**config.mk**
```make
export PLATFORM = sky130hd
export DESIGN_NAME = etcp_timer
export DESIGN_NICKNAME = d
export VERILOG_FILES = /design/src/etcp_pkg.sv /design/src/etcp_chan.sv /design/src/etcp_counter.sv /design/src/etcp_timer.sv
export SDC_FILE = /design/constraint.sdc
export NUM_CORES = 1
export LEC_CHECK = 0
export ABC_AREA = 0
export BUFFER_PORTS_ARGS = -buffer_cell sky130_fd_sc_hd__buf_2
export CAP_MARGIN = 20
export CELL_PAD_IN_SITES_DETAIL_PLACEMENT = 2
export CELL_PAD_IN_SITES_GLOBAL_PLACEMENT = 2
export CORE_ASPECT_RATIO = 0.6
export CORE_MARGIN = 4
export CORE_UTILIZATION = 35
export DETAILED_ROUTE_END_ITERATION = 10
export PLACE_DENSITY_LB_ADDON = 0.3
export SLEW_MARGIN = 20
export SYNTH_ARGS = -nofsm -noshare
export SYNTH_HDL_FRONTEND = slang
export SYNTH_SLANG_ARGS = --single-unit
```
**constraint.sdc**
```tcl
create_clock -name CLK -period 11.3 [get_ports CLK]
set_input_delay 1.695 -clock CLK [delete_from_list [all_inputs] [get_ports CLK]]
set_output_delay 1.695 -clock CLK [all_outputs]
set_load 0.1 [all_outputs]
```
**src/etcp_pkg.sv**
```systemverilog
package etcp_pkg;

  // Counter and comparator width
  localparam int unsigned CNT_W = 10;

  // Operating modes in field encoding order
  typedef enum logic [1:0] {MODE_COMPARE, MODE_CAPTURE, MODE_PWM, MODE_TIMER} etcp_mode_e;

  // Output function codes, compare mode
  localparam logic [1:0] FUNC_LOW = 2'h1;
  localparam logic [1:0] FUNC_HIGH = 2'h2;
  localparam logic [1:0] FUNC_TOGGLE = 2'h3;
  // Output function codes, PWM mode
  localparam logic [1:0] PWM_ACTIVE = 2'h1;
  localparam logic [1:0] PWM_WAVE = 2'h2;

  // Alignment codes
  localparam logic [1:0] ALIGN_EDGE = 2'h0;
  localparam logic [1:0] ALIGN_UP = 2'h1;
  localparam logic [1:0] ALIGN_DOWN = 2'h2;

  // Per channel configuration
  typedef struct packed {
    etcp_mode_e mode;
    logic [1:0] func;
    logic out_ctrl;
    logic polarity;
  } etcp_chan_cfg_s;

  // Register byte offsets
  localparam logic [7:0] OFS_CTRL0 = 8'h00;
  localparam logic [7:0] OFS_CTRL1 = 8'h04;
  localparam logic [7:0] OFS_CTRL2 = 8'h08;
  localparam logic [7:0] OFS_COUNT = 8'h0c;
  localparam logic [7:0] OFS_A_LO = 8'h10;
  localparam logic [7:0] OFS_A_HI = 8'h14;
  localparam logic [7:0] OFS_B_LO = 8'h18;
  localparam logic [7:0] OFS_B_HI = 8'h1c;
  localparam logic [7:0] OFS_STAT = 8'h20;
  localparam logic [7:0] OFS_MASK = 8'h24;

  // Field positions
  localparam int unsigned MODE_POS = 6;
  localparam int unsigned FUNC_POS = 4;
  localparam int unsigned OC_BIT = 3;
  localparam int unsigned POL_BIT = 2;
  localparam int unsigned DIR_BIT = 1;
  localparam int unsigned CCLR_BIT = 0;
  localparam int unsigned ALIGN_POS = 0;
  localparam int unsigned RUN_BIT = 3;
  localparam int unsigned PSEL_POS = 0;
  localparam int unsigned FLAG_A = 0;
  localparam int unsigned FLAG_B = 1;
  localparam int unsigned FLAG_P = 2;

  // Reset values and write masks
  localparam logic [7:0] CTRL_RST = 8'h00;
  localparam logic [9:0] CMP_RST = 10'h000;
  localparam logic [2:0] FLAGS_RST = 3'h0;
  localparam logic [7:0] CTRL1_WMASK = 8'hfd;

  // Period step is 128 counts, full count range otherwise
  localparam int unsigned PERIOD_SHIFT = 7;
  localparam logic [9:0] COUNT_FULL = 10'h3ff;

  // Unpack a control byte into channel configuration
  function automatic etcp_chan_cfg_s chan_cfg(input logic [7:0] b);
    etcp_chan_cfg_s c;
    c.mode = etcp_mode_e'(b[MODE_POS +: 2]);
    c.func = b[FUNC_POS +: 2];
    c.out_ctrl = b[OC_BIT];
    c.polarity = b[POL_BIT];
    return c;
  endfunction

endpackage

```
**src/etcp_chan.sv**
```systemverilog
`timescale 1ns/1ns
module etcp_chan import etcp_pkg::*; (
  // Clock and reset
  input wire logic clk,
  input wire logic rst,
  // Configuration and events
  input wire etcp_chan_cfg_s cfg,
  input wire logic mode_ok,
  input wire logic preset,
  input wire logic match,
  input wire logic wave_on,
  input wire logic pin_enable,
  // Pin
  output logic pin,
  output logic pin_en
);

  logic level_reg;

  // Pin level before polarity
  always_ff @(posedge clk) begin
    if (rst) begin
      level_reg <= 1'b0;
    end else if (mode_ok) begin
      case (cfg.mode)
        MODE_COMPARE: begin
          if (preset) begin
            level_reg <= cfg.out_ctrl;
          end else if (match) begin
            case (cfg.func)
              FUNC_LOW: level_reg <= 1'b0;
              FUNC_HIGH: level_reg <= 1'b1;
              FUNC_TOGGLE: level_reg <= ~level_reg;
              default: level_reg <= level_reg;
            endcase
          end
        end
        MODE_PWM: begin
          case (cfg.func)
            PWM_WAVE: level_reg <= wave_on ? cfg.out_ctrl : ~cfg.out_ctrl;
            PWM_ACTIVE: level_reg <= cfg.out_ctrl;
            default: level_reg <= ~cfg.out_ctrl;
          endcase
        end
        default: level_reg <= level_reg;
      endcase
    end
  end

  // Registered pin and enable
  always_ff @(posedge clk) begin
    if (rst) begin
      pin <= 1'b0;
      pin_en <= 1'b0;
    end else begin
      pin <= level_reg ^ cfg.polarity;
      pin_en <= mode_ok && pin_enable && (cfg.mode == MODE_COMPARE || cfg.mode == MODE_PWM);
    end
  end

endmodule

```
**src/etcp_counter.sv**
```systemverilog
`timescale 1ns/1ns
module etcp_counter import etcp_pkg::*; (
  // Clock and reset
  input wire logic clk,
  input wire logic rst,
  // Control
  input wire logic run,
  input wire logic restart,
  input wire logic centre,
  input wire logic [9:0] top,
  // State
  output logic [9:0] count,
  output logic down
);

  // Edge mode wraps at top, centre mode turns round at top and zero
  always_ff @(posedge clk) begin
    if (rst) begin
      count <= CMP_RST;
      down <= 1'b0;
    end else if (restart) begin
      count <= CMP_RST;
      down <= 1'b0;
    end else if (run) begin
      if (!centre) begin
        count <= (count >= top) ? CMP_RST : count + 10'h001;
        down <= 1'b0;
      end else if (!down) begin
        if (count >= top) begin
          down <= 1'b1;
          count <= (top == CMP_RST) ? CMP_RST : count - 10'h001;
        end else begin
          count <= count + 10'h001;
        end
      end else if (count == CMP_RST) begin
        down <= 1'b0;
        count <= (top == CMP_RST) ? CMP_RST : 10'h001;
      end else begin
        count <= count - 10'h001;
      end
    end
  end

endmodule

```
**src/etcp_timer.sv**
```systemverilog
`timescale 1ns/1ns
module etcp_timer import etcp_pkg::*; (
  // Clock and reset
  input wire logic CLK,
  input wire logic SYS_RST,
  // APB slave
  input wire logic PSEL,
  input wire logic PENABLE,
  input wire logic PWRITE,
  input wire logic [7:0] PADDR,
  input wire logic [31:0] PWDATA,
  input wire logic [3:0] PSTRB,
  output logic [31:0] PRDATA,
  output logic PREADY,
  output logic PSLVERR,
  // Output pins
  output logic CHAN_A_OUT_PIN,
  output logic CHAN_A_OUT_EN,
  output logic [2:0] CHAN_B_OUT_PIN,
  output logic [2:0] CHAN_B_OUT_EN,
  // Flags and interrupt
  output logic [2:0] MATCH_FLAGS,
  output logic IRQ
);

  // Registers
  logic [3:0] ctrl0_reg;
  logic [7:0] ctrl1_reg, ctrl2_reg;
  logic [9:0] cmp_a_reg, cmp_b_reg;
  logic [2:0] stat_reg, stat_next, mask_reg;
  logic run_prev_reg, pready_reg, pslverr_reg, irq_reg;
  logic [31:0] prdata_reg;

  // Decoded state
  etcp_chan_cfg_s cfg_a, cfg_b;
  logic modes_ok, run, run_rise, running, cclr, is_pwm, centre, down;
  logic [1:0] align;
  logic [2:0] period_sel, evts;
  logic [9:0] top, count;
  logic evt_a, evt_b, evt_p, pin_a, pin_b, en_a, en_b;

  // APB strobes
  logic setup, access, wr, rd_mapped;
  logic [31:0] rd_word;

  assign setup = PSEL && !PENABLE;
  assign access = PSEL && PENABLE && pready_reg;
  assign wr = access && PWRITE && PSTRB[0];

  // Match qualified by count direction in centre mode
  function automatic logic dir_ok(input logic ctr, input logic [1:0] al, input logic dn);
    logic ok;
    ok = 1'b1;
    if (ctr) begin
      case (al)
        ALIGN_UP: ok = !dn;
        ALIGN_DOWN: ok = dn;
        default: ok = 1'b1;
      endcase
    end
    return ok;
  endfunction

  // Field decode
  assign cfg_a = chan_cfg(ctrl1_reg);
  assign cfg_b = chan_cfg(ctrl2_reg);
  assign cclr = ctrl1_reg[CCLR_BIT];
  assign align = ctrl2_reg[ALIGN_POS +: 2];
  assign period_sel = ctrl0_reg[PSEL_POS +: 3];
  assign modes_ok = (cfg_a.mode == cfg_b.mode);
  assign run = ctrl0_reg[RUN_BIT] && modes_ok;
  assign run_rise = run && !run_prev_reg;
  assign running = run && !run_rise;
  // PWM mode recognised from mode field
  assign is_pwm = (cfg_a.mode == MODE_PWM);
  assign centre = is_pwm && (align != ALIGN_EDGE);

  // Counter top value
  always_comb begin
    top = COUNT_FULL;
    if (cclr) begin
      if (is_pwm && !centre && cmp_a_reg != CMP_RST) begin
        top = cmp_a_reg - 10'h001;
      end else begin
        top = cmp_a_reg;
      end
    end else if (period_sel != 3'h0) begin
      top = 10'({7'h00, period_sel} << PERIOD_SHIFT);
      if (is_pwm && !centre) begin
        top = top - 10'h001;
      end
    end
  end

  // Comparator events
  // Period, A and B match events
  assign evt_a = running && (count == cmp_a_reg) && dir_ok(centre, align, down);
  assign evt_b = running && (count == cmp_b_reg) && dir_ok(centre, align, down);
  assign evt_p = running && !cclr && (count == top);
  assign evts = {evt_p, evt_b, evt_a};

  // Run edge detector
  always_ff @(posedge CLK) begin
    if (SYS_RST) begin
      run_prev_reg <= 1'b0;
    end else begin
      run_prev_reg <= run;
    end
  end

  etcp_counter u_counter (
    .clk(CLK),
    .rst(SYS_RST),
    .run(running),
    .restart(run_rise),
    .centre(centre),
    .top(top),
    .count(count),
    .down(down)
  );

  // Channel A unused in PWM with clear-select high
  etcp_chan u_chan_a (
    .clk(CLK),
    .rst(SYS_RST),
    .cfg(cfg_a),
    .mode_ok(modes_ok),
    .preset(run_rise),
    .match(evt_a),
    .wave_on(count < cmp_a_reg),
    .pin_enable(!(is_pwm && cclr)),
    .pin(pin_a),
    .pin_en(en_a)
  );

  // Channel B drives all three B pins
  etcp_chan u_chan_b (
    .clk(CLK),
    .rst(SYS_RST),
    .cfg(cfg_b),
    .mode_ok(modes_ok),
    .preset(run_rise),
    .match(evt_b),
    .wave_on(count < cmp_b_reg),
    .pin_enable(1'b1),
    .pin(pin_b),
    .pin_en(en_b)
  );

  assign CHAN_A_OUT_PIN = pin_a;
  assign CHAN_A_OUT_EN = en_a;
  assign CHAN_B_OUT_PIN = {3{pin_b}};
  assign CHAN_B_OUT_EN = {3{en_b}};

  // Control registers
  always_ff @(posedge CLK) begin
    if (SYS_RST) begin
      ctrl0_reg <= CTRL_RST[3:0];
      ctrl1_reg <= CTRL_RST;
      ctrl2_reg <= CTRL_RST;
    end else if (wr) begin
      if (PADDR == OFS_CTRL0) begin
        ctrl0_reg <= PWDATA[3:0];
      end
      if (PADDR == OFS_CTRL1) begin
        ctrl1_reg <= PWDATA[7:0] & CTRL1_WMASK;
      end
      if (PADDR == OFS_CTRL2) begin
        ctrl2_reg <= PWDATA[7:0];
      end
    end
  end

  // Compare value registers
  always_ff @(posedge CLK) begin
    if (SYS_RST) begin
      cmp_a_reg <= CMP_RST;
      cmp_b_reg <= CMP_RST;
    end else if (wr) begin
      if (PADDR == OFS_A_LO) begin
        cmp_a_reg[7:0] <= PWDATA[7:0];
      end
      // Top two bits of compare A
      if (PADDR == OFS_A_HI) begin
        cmp_a_reg[9:8] <= PWDATA[1:0];
      end
      // Compare B low and high bytes
      if (PADDR == OFS_B_LO) begin
        cmp_b_reg[7:0] <= PWDATA[7:0];
      end
      if (PADDR == OFS_B_HI) begin
        cmp_b_reg[9:8] <= PWDATA[1:0];
      end
    end
  end

  // Sticky flags, set wins over write-one clear
  always_comb begin
    stat_next = stat_reg;
    if (wr && PADDR == OFS_STAT) begin
      stat_next = stat_reg & ~PWDATA[2:0];
    end
    stat_next = stat_next | evts;
  end

  // Status, mask and interrupt
  always_ff @(posedge CLK) begin
    if (SYS_RST) begin
      stat_reg <= FLAGS_RST;
      mask_reg <= FLAGS_RST;
      irq_reg <= 1'b0;
    end else begin
      stat_reg <= stat_next;
      if (wr && PADDR == OFS_MASK) begin
        mask_reg <= PWDATA[2:0];
      end
      irq_reg <= |(stat_next & mask_reg);
    end
  end

  assign MATCH_FLAGS = stat_reg;
  assign IRQ = irq_reg;

  // Read multiplexer, unused bits read zero
  always_comb begin
    rd_word = 32'h0000_0000;
    rd_mapped = 1'b1;
    case (PADDR)
      OFS_CTRL0: rd_word[3:0] = ctrl0_reg;
      OFS_CTRL1: begin
        rd_word[7:0] = ctrl1_reg;
        rd_word[DIR_BIT] = down;
      end
      OFS_CTRL2: rd_word[7:0] = ctrl2_reg;
      OFS_COUNT: rd_word[9:0] = count;
      OFS_A_LO: rd_word[7:0] = cmp_a_reg[7:0];
      OFS_A_HI: rd_word[1:0] = cmp_a_reg[9:8];
      OFS_B_LO: rd_word[7:0] = cmp_b_reg[7:0];
      OFS_B_HI: rd_word[1:0] = cmp_b_reg[9:8];
      OFS_STAT: rd_word[2:0] = stat_reg;
      OFS_MASK: rd_word[2:0] = mask_reg;
      default: rd_mapped = 1'b0;
    endcase
  end

  // APB answer, zero wait states
  always_ff @(posedge CLK) begin
    if (SYS_RST) begin
      pready_reg <= 1'b0;
      pslverr_reg <= 1'b0;
      prdata_reg <= 32'h0000_0000;
    end else begin
      pready_reg <= setup;
      if (setup) begin
        pslverr_reg <= !rd_mapped;
        prdata_reg <= PWRITE ? 32'h0000_0000 : rd_word;
      end else if (access) begin
        pslverr_reg <= 1'b0;
      end
    end
  end

  assign PREADY = pready_reg;
  assign PSLVERR = pslverr_reg;
  assign PRDATA = prdata_reg;
endmodule
```
==> results of run 1 <==
## tightest hold or removal path: cells and delay by family (launching register included)
kind               cells  cell delay (ns)
DFF                    1             0.31
AOI/OAI and AO/OA      1             0.05
and+or+nand+nor        1             0.05
## power by group through the flow
stage / logic [W] / clock network (W) / registers, W
after floorplan: 0.0000544 / 0 / 0.000279
after global placement: 0.0000638 / 0 / 0.000275
after detailed placement: 0.0000645 / 0 / 0.000275
after CTS: 0.0000647 / 0.000326 / 0.000269
after global routing: 0.0000680 / 0.000338 / 0.000269
final: 0.0000659 / 0.000321 / 0.000269
## worst max-delay path by stage
stage                               to          from  cells past startpoint  slack, ns
floorplan                 cmp_a_reg[0]      PADDR[1]                      8       7.56
global placement          cmp_b_reg[7]      PADDR[1]                      8       6.96
detailed placement  u_counter.count[7]  ctrl2_reg[0]                     16       6.75
CTS                 u_counter.count[7]  ctrl2_reg[0]                     16       6.60
global route        u_counter.count[7]  ctrl2_reg[0]                     16       6.28
finish              u_counter.count[7]  ctrl2_reg[0]                     16       6.60
## cell type report
cell class / instances / area share (%)
flip-flops and latches: 76 / 23.9
repair buffers: 54 / 4.59
well taps: 228 / 4.48
clock inverters: 7 / 1.37
multi-input cells: 599 / 59.4
inverters: 47 / 2.77
clock buffers: 9 / 3.53
## layout by cell type (no fill, tap or decap), types with 26 or more instances in the layout
master	instances
a21oi_1	79
dfxtp_1	76
nand2_1	74
nor2_1	62
nand3_1	48
inv_1	47
buf_2	45
ha_1	44
o21ai_0	38
nor3_1	26
## layer usage
layer,vias to the layer above,GRT usage [%]
li1,2754,-
met1,3088,36.7
met2,188,39.5
met3,17,6.21
met4,0,3.95
met5,-,0
## per-stage QoR
stage | utilization, % | hold slack [ns] | setup slack [ns] | cell area [sq um] | total power, W
after global routing | 39.2 | 0.506 | 6.28 | 6370 | 0.000675
after detailed placement | 37.2 | 0.454 | 6.75 | 6050 | 0.000340
final | 39.2 | 0.459 | 6.60 | 6370 | 0.000656
after global placement | 37.2 | 0.443 | 6.96 | 6050 | 0.000339
after floorplan | - | 0.446 | 7.56 | 5890 | 0.000334
after CTS | 39.2 | 0.467 | 6.60 | 6370 | 0.000660
## kinds of logic (layout without fill, tap and decap cells)
| kind of cell | Yosys count | count (layout) |
|---|---|---|
| flip-flops | 76 | 76 |
| other | 1 | 22 |
| buffers and inverters | 123 | 117 |
| multiplexers | 27 | 27 |
| AND/OR/NAND/NOR | 288 | 288 |
| XOR/XNOR | 18 | 18 |
| adder cells (fa/ha/maj) | 44 | 44 |
| AO/OA/AOI/OAI | 200 | 200 |
==> run metrics, run 1 <==
Layout Area Growth over Synthesis 9.74%; crit path launch type register; status finished, final reports clean; synth unique cells 68; Sink Count 76; critical path fanouts, max 14; PortBufs 45; top sig layer met4; number of iterations in the first detailed-routing pass 5; top_reg_cell synth dfxtp_1; WL/cell 23.6 microns; register area share after synthesis 26.2%; YS warnings 0; Max Clock Skew 0.0104 ns; share of the synthesized area in the top cell type 26.2%; htree depth 3; Worst Hold Launch PRDATA[9]; Hold Violations, Final 0; initial antenna violation count 0; Multi-input gate area 0.00378 sq mm; Int Pwr 0.000452 W; die extent in x 174 microns; Tcrit/Tclk final 41.6%; Mean Syn Cell Area 7.47 sq um; Setup TNS 0 ns; PD cells 103 mW/mm^2; Gate Count Post-Synth 777; non-filler cells, final 1020; drc violations 0; crit path time final 4.70 ns; Simple-Gate Fraction of Synth Area 24.1%; global-route wire length before repair 37300 microns; vias in the first global route 6375; Hold Crit Class reg -> reg; Register-to-Register Setup Slack 6.60 ns; Clk pwr share 49.0%; post-synthesis compound-gate area fraction 22.1%; Root Driver clkbuf_16; worst path cell trace inv_1 > ha_1 > and3b_1 > nand4_1 > mux2i_1 > o21ai_0 > inv_1 > ha_1 > nand4_1 > or3_1 > nand3b_1 > a21o_1 > o41ai_2 > o31ai_1 > a221oi_1 > o31ai_1; met3 WL 1810 microns; switch share 31.1%; CORE AREA 0.0163 sq mm; filler cell count 1914; DR vias 6047; EDFF count, synth 0; Worst Reg-to-Reg Cells 16; Post-synth top cells a21oi_1, dfxtp_1, nand2_1; CTS clk-pin slew, worst paths 0.07 ns; Detailed Place HPWL 18300 microns; Worst slew margin 32.2%; post-synth top area cell dfxtp_1; post-CTS sizing 0; Area contributors post-synth dfxtp_1, ha_1, a21oi_1; Worst Path Arrival 4.95 ns; Psw 0.000204 W; Post-Synth XOR/XNOR Area 2.71%; CTS tree done; RSZ-0062 raised after global routing false; Max Fclk 0.213 GHz; post-synthesis mux area share 5.02%; GPL Wtd Cong 0.854; ratio of cells with drive above 1 in the final layout 12.0%; FF/Latch Area 0.00152 sq mm; gr ovfl total 0; Worst R2R End u_counter.count[7]; Post-Synth Adder-Cell Area 9.48%; Seq cells post-synth 76; Overall Global Routing Usage 25.6%; num ports 95; final setup vio count 0; Worst-Margin Slew 1.01 ns; FFs w/ async S/R, synth 0%; Worst Setup End Kind register; CP max stage delay 0.53 ns; starting density of the core 35.7%; CTS buffer count 9; largest family of logic cells by synthesized area simple AND/OR/NAND/NOR gates; nets@finish 880; max-slew violation total from the final report 0; R2R Path Start ctrl2_reg[0]; Worst Path Class, Setup reg -> reg; maxcap violations 0; placed cells 1004; die footprint 0.0188 sq mm; Die Span Y 108 microns; WL final 24000 microns; Antenna diodes 0; clk_lat worst skew 0.35 ns; largest net degree at the start of global routing 71; DRT iter0 DRCs 506; sequential fraction of design power 41.0%; routed wl met2 10300 microns; slowest cell on the critical path o21ai_0; CP delay by family, top compound AO/OA/AOI/OAI gates; Min-Delay Path Depth 2; Worst Hold End PRDATA[9]; post-route ant nets 0; clk buf depth 2; M1 wire length 11800 microns; CP required 11.55 ns; Synth Cell Area 0.00581 sq mm; Vias per Instance 5.93; peak supply drop 0.0787 mV; Logic pwr share 10.0%; leakage 2.45 nW; Post-CTS Hold Buffers 0; Post CTS Setup Buffer Count 0; most common cell in the netlist a21oi_1; Row Count 36; WP buf/inv 2
No activity file was read; power rests on OpenSTA's default activity.
==> inputs of run 2 (changes only) <==
--- a/config.mk
+++ b/config.mk
@@ -12,7 +12,7 @@
 export CELL_PAD_IN_SITES_GLOBAL_PLACEMENT = 2
 export CORE_ASPECT_RATIO = 0.6
 export CORE_MARGIN = 4
-export CORE_UTILIZATION = 35
+export CORE_UTILIZATION = 30
 export DETAILED_ROUTE_END_ITERATION = 10
 export PLACE_DENSITY_LB_ADDON = 0.3
 export SLEW_MARGIN = 20
==> constraint.sdc (replaced) <==
create_clock -name CLK -period 3.9 [get_ports CLK]
set_input_delay 0.585 -clock CLK [delete_from_list [all_inputs] [get_ports CLK]]
set_output_delay 0.585 -clock CLK [all_outputs]
set_load 0.1 [all_outputs]
==> run 2 against run 1 <==
  * Global-route usage fell by 2.1 points
  * Clock-buffer cell count up 1
  * Non-clock buffer count rose by 43
  * Routed wire length increased by 7.3%
  * Final area is 7.1% higher
  * Maximum frequency rose by 23%
  * Largest power group unchanged
  * Highest routed layer unchanged
==> run metrics, run 2 (synthesis results as in run 1) <==
status finished, final reports clean; WL final 25800 microns; dpl ws -0.221 ns; Tcrit/Tclk final 97.7%; R2R Path Start cmp_a_reg[6]; final core utilization 35.9%; starting density of the core 30.5%; WP buf/inv 0; non-filler cells, final 1081; Register-to-Register Setup Slack 0.09 ns; crit path time final 3.81 ns; Antenna diodes 0; Max Clock Skew 0.0105 ns; gr ovfl total 0; Row Count 39; placed cells 1061; WL/cell 23.9 microns; critical path fanouts, max 8; Worst slew margin 49.0%; worst path cell trace or4_1 > or4_1 > a32o_2 > ha_1 > nand4_1 > or3_4 > nand3b_1 > a21oi_4 > or3_1 > o32a_1 > o21ai_2; CORE AREA 0.0190 sq mm; filler cell count 2203; GPL Wtd Cong 0.836; CP most frequent cell or4_1; final setup vio count 0; number of iterations in the first detailed-routing pass 6; clk buf depth 2; CTS tree done; crit path launch type register; Hold Crit Class reg -> reg; met1 usage in global routing 35.0%; leakage 2.69 nW; CP max stage delay 0.65 ns; drc violations 0; Multi-input gate area 0.00388 sq mm; Worst Path Arrival 4.10 ns; Die Span Y 116 microns; htree depth 3; post-route ant nets 0; largest net degree at the start of global routing 46; max-slew violation total from the final report 0; GRT met3 Usage 4.21%; Sink Count 76; nets@finish 923; commonest non-fill, non-tap cells in the layout a21oi_1, dfxtp_1, nand2_1; Detailed Place HPWL 19900 microns; Root Driver clkbuf_16; CTS clk-pin slew, worst paths 0.07 ns; Worst Setup End Kind register; PD cells 277 mW/mm^2; peak supply drop 0.218 mV; Vias per Instance 5.76; initial antenna violation count 0; vias in the first global route 6534; CTS buffer count 9; CP delay by family, top simple AND/OR/NAND/NOR gates; global-route wire length before repair 39400 microns; Hold Violations, Final 0; Worst Reg-to-Reg Cells 11; num ports 95; DRT iter0 DRCs 437; GR Layer Usage met2 36.2%; die footprint 0.0217 sq mm; Worst-Margin Slew 0.760 ns; Worst R2R End u_counter.count[2]; FF/Latch Area 0.00152 sq mm; ratio of cells with drive above 1 in the final layout 18.4%; slowest cell on the critical path or4_1; DR vias 6223; PortBufs 45; CP required 4.19 ns; Min-Delay Path Depth 2; commonest non-fill, non-tap cell in the layout a21oi_1; Layout Area Growth over Synthesis 17.5%; Overall Global Routing Usage 23.5%; Setup WS post-layout 0.0903 ns; hold slack final 0.455 ns; Worst Path Class, Setup reg -> reg; maxcap violations 0; die extent in x 188 microns; Worst Hold End PRDATA[8]; Worst Hold Launch PRDATA[8]; GR peak layer met2; clk_lat worst skew 0.35 ns; Max Fclk 0.262 GHz
-- run 2: cell types whose count changed in the layout (fill, tap and decap cells not counted), moves of 2 or more --
cell	delta
buf_4	+42
inv_8	-3
nor3_2	+3
clkinv_2	+2
clkinvlp_4	-2
nor3_1	-2
-- run 2: layer usage --
layer	vias to the layer above	routed length [microns]
li1	2826	-
met1	3200	13100
met2	178	11000
met3	19	1460
met4	0	229
met5	-	0
-- run 2: cell type report --
class,instances,share of cell area (%)
multi-input cells,599,56.9
flip-flops and latches,76,22.3
repair buffers,97,9.08
well taps,246,4.51
clock buffers,10,3.36
inverters,47,2.59
clock inverters,6,1.28
-- run 2: worst reg2reg max path: stages, from the launching register on --
cell and delay (ns):
dfxtp_1 0.31, or4_1 0.65, or4_1 0.51, a32o_2 0.28
ha_1 0.31, nand4_1 0.13, or3_4 0.42, nand3b_1 0.20
a21oi_4 0.11, or3_1 0.38, o32a_1 0.37, o21ai_2 0.11
-- run 2: timing repair --
action / CTS / global route
gates resized for setup: 4 / 19
setup buffers: 0 / 4
hold buffers: 0 / 0
setup endpoints to repair: 11 / 11
pin swaps: 0 / 7
-- run 2: worst max-delay path by stage --
stage	end	from	slack, ns	cells after the start
2_1_floorplan	u_counter.count[2]	cmp_a_reg[0]	0.22	14
3_3_place_gp	u_counter.count[3]	ctrl2_reg[0]	0.05	17
3_5_place_dp	u_counter.count[6]	ctrl2_reg[1]	-0.22	17
4_1_cts	u_counter.count[6]	ctrl2_reg[0]	0.04	17
5_1_grt	u_counter.count[3]	cmp_a_reg[1]	-0.03	15
6_report	u_counter.count[2]	cmp_a_reg[6]	0.09	11
-- run 2: per-stage QoR --
stage / setup TNS, ns / cell area (sq um) / power, W
after floorplan: 0 / 5890 / 0.000966
after global placement: 0 / 6370 / 0.000983
after detailed placement: -1.43 / 6370 / 0.000985
after CTS: 0 / 6710 / 0.00191
after global routing: -0.0253 / 6820 / 0.00195
final: 0 / 6820 / 0.00189
-- run 2: report_power, final --
part	internal [W]	switching (W)	total (W)
registers	0.000778	0.00000133	0.000780
logic	0.0000197	0.000171	0.000191
clock network	0.000562	0.000360	0.000922
total	0.00136	0.000532	0.00189
==> inputs of run 3 (changes only) <==
--- a/config.mk
+++ b/config.mk
@@ -12,7 +12,7 @@
 export CELL_PAD_IN_SITES_GLOBAL_PLACEMENT = 2
 export CORE_ASPECT_RATIO = 0.6
 export CORE_MARGIN = 4
-export CORE_UTILIZATION = 30
+export CORE_UTILIZATION = 33
 export DETAILED_ROUTE_END_ITERATION = 10
 export PLACE_DENSITY_LB_ADDON = 0.3
 export SLEW_MARGIN = 20
==> constraint.sdc (replaced) <==
create_clock -name CLK -period 4 [get_ports CLK]
set_input_delay 0.6 -clock CLK [delete_from_list [all_inputs] [get_ports CLK]]
set_output_delay 0.6 -clock CLK [all_outputs]
set_load 0.1 [all_outputs]
==> run 3 against run 2 <==
  * First-iteration DRC count is 6.2% higher
  * Non-clock buffer count shrank 14
  * Register-to-register slack improved by 0.08 ns
  * Clock power shrank 5.4%
  * Setup slack improved by 0.083 ns
  * Worst hold slack gained 0.019 ns
  * Largest power group unchanged
==> run metrics, run 3 (synthesis results as in run 1) <==
status finished, final reports clean; Worst R2R End u_counter.count[3]; commonest non-fill, non-tap cell in the layout a21oi_1; Antenna diodes 0; Max Fclk 0.261 GHz; die footprint 0.0199 sq mm; maxcap violations 0; final setup vio count 0; Vias per Instance 5.88; WL final 26100 microns; leakage 2.61 nW; WP buf/inv 2; dpl ws -0.106 ns; CP max stage delay 0.58 ns; drc violations 0; Tcrit/Tclk final 95.7%; max-slew violation total from the final report 0; Register-to-Register Setup Slack 0.17 ns; Root Driver clkbuf_16; initial antenna violation count 0; slowest cell on the critical path or4_1; Overall Global Routing Usage 26.0%; DRT iter0 DRCs 464; CORE AREA 0.0172 sq mm; Post-DP Area 0.00627 sq mm; number of iterations in the first detailed-routing pass 6; num ports 95; commonest non-fill, non-tap cells in the layout a21oi_1, dfxtp_1, nand2_1; starting density of the core 33.7%; Die Span Y 111 microns; Layout Area Growth over Synthesis 15.3%; post-route ant nets 0; GPL Wtd Cong 0.848; global-route wire length before repair 39800 microns; crit path time final 3.83 ns; CP required 4.17 ns; filler cell count 2031; Worst Reg-to-Reg Cells 14; Max Clock Skew 0.0116 ns; Worst Hold End PRDATA[8]; FF/Latch Area 0.00152 sq mm; Hold Violations, Final 0; largest net degree at the start of global routing 39; Worst-Margin Slew 0.981 ns; Row Count 37; critical path fanouts, max 8; worst path cell trace or4_1 > or4_1 > a32o_2 > ha_4 > nand4_1 > or3_1 > nand3b_1 > a21o_1 > buf_6 > buf_6 > o21ai_0 > a22o_1 > nand2_1 > a31oi_1; Multi-input gate area 0.00388 sq mm; CP delay by family, top simple AND/OR/NAND/NOR gates; Worst Path Arrival 4.00 ns; CTS buffer count 9; peak supply drop 0.251 mV; Worst slew margin 34.3%; vias in the first global route 6581; htree depth 3; Setup WS post-layout 0.173 ns; Worst Hold Launch PRDATA[8]; clk_lat worst skew 0.35 ns; PD cells 272 mW/mm^2; die extent in x 179 microns; CTS tree done; WL/cell 24.8 microns; ratio of cells with drive above 1 in the final layout 17.3%; clk buf depth 2; CTS clk-pin slew, worst paths 0.08 ns; crit path launch type register; Sink Count 76; Hold Crit Class reg -> reg; design area 0.00670 sq mm; DR vias 6204; Min-Delay Path Depth 2; Worst Path Class, Setup reg -> reg; R2R Path Start cmp_a_reg[7]; Detailed Place HPWL 19700 microns; nets@finish 909; gr ovfl total 0; Worst Setup End Kind register; PortBufs 45
==> run 3: tightest hold or removal path, delay by kind of cell (launching register included) <==
| kind | cells | cell delay, ns |
|---|---|---|
| flip-flops | 1 | 0.32 |
| AND/OR/NAND/NOR | 1 | 0.06 |
| AO/OA/AOI/OAI | 1 | 0.05 |
==> run 3: what timing repair did <==
| item | in CTS | in global routing |
|---|---|---|
| resized for setup | 2 | 23 |
| setup endpoints to repair | 8 | 10 |
| pin swaps | 0 | 1 |
| buffers inserted | 0 | 2 |
| hold buffers | 0 | 0 |
| hold endpoints to repair | 0 | 0 |
==> run 3: routing by layer <==
metal / share of wire, % / global-route usage, % / up-vias
li1: - / - / 2821
met1: 49 / 38.4 / 3155
met2: 44 / 38.7 / 200
met3: 6.8 / 6.03 / 28
met4: 1.1 / 4.36 / 0
met5: 0 / 0 / -
==> run 3: how the worst max path moves through the flow <==
stage | from | endpoint | slack, ns | cells after the start
2_1_floorplan | cmp_a_reg[0] | u_counter.count[2] | 0.32 | 14
3_3_place_gp | ctrl2_reg[0] | u_counter.count[3] | 0.1 | 17
6_report | cmp_a_reg[7] | u_counter.count[3] | 0.17 | 14
4_1_cts | ctrl2_reg[0] | u_counter.count[2] | 0.007 | 15
3_5_place_dp | ctrl2_reg[0] | u_counter.count[6] | -0.11 | 17
5_1_grt | cmp_a_reg[7] | u_counter.count[3] | -0.003 | 14
==> run 3: through the flow <==
stage	hold WS [ns]	std cells	util [%]	setup TNS [ns]	power [W]
4_1_cts	0.483	1053	38.2	0	0.00183
2_1_floorplan	0.446	798	-	0	0.000942
3_5_place_dp	0.465	1037	36.4	-0.384	0.000962
5_1_grt	0.498	1055	38.9	-0.00330	0.00187
3_3_place_gp	0.441	1037	36.4	0	0.000958
6_report	0.474	1055	38.9	0	0.00182
==> run 3: layout make-up <==
| type | instances | share of cell area [%] |
|---|---|---|
| multi-input combinational | 599 | 57.9 |
| sequential | 76 | 22.8 |
| timing repair buffer | 83 | 7.74 |
| tap | 234 | 4.37 |
| clock buffer | 9 | 3.36 |
| inverter | 47 | 2.64 |
| clock inverter | 7 | 1.21 |
==> run 3: power by group <==
group	internal [W]	switching [W]	leakage (nW)
clock network	0.000447	0.000425	0.150
registers	0.000758	0.00000121	0.614
logic	0.0000192	0.000169	1.84
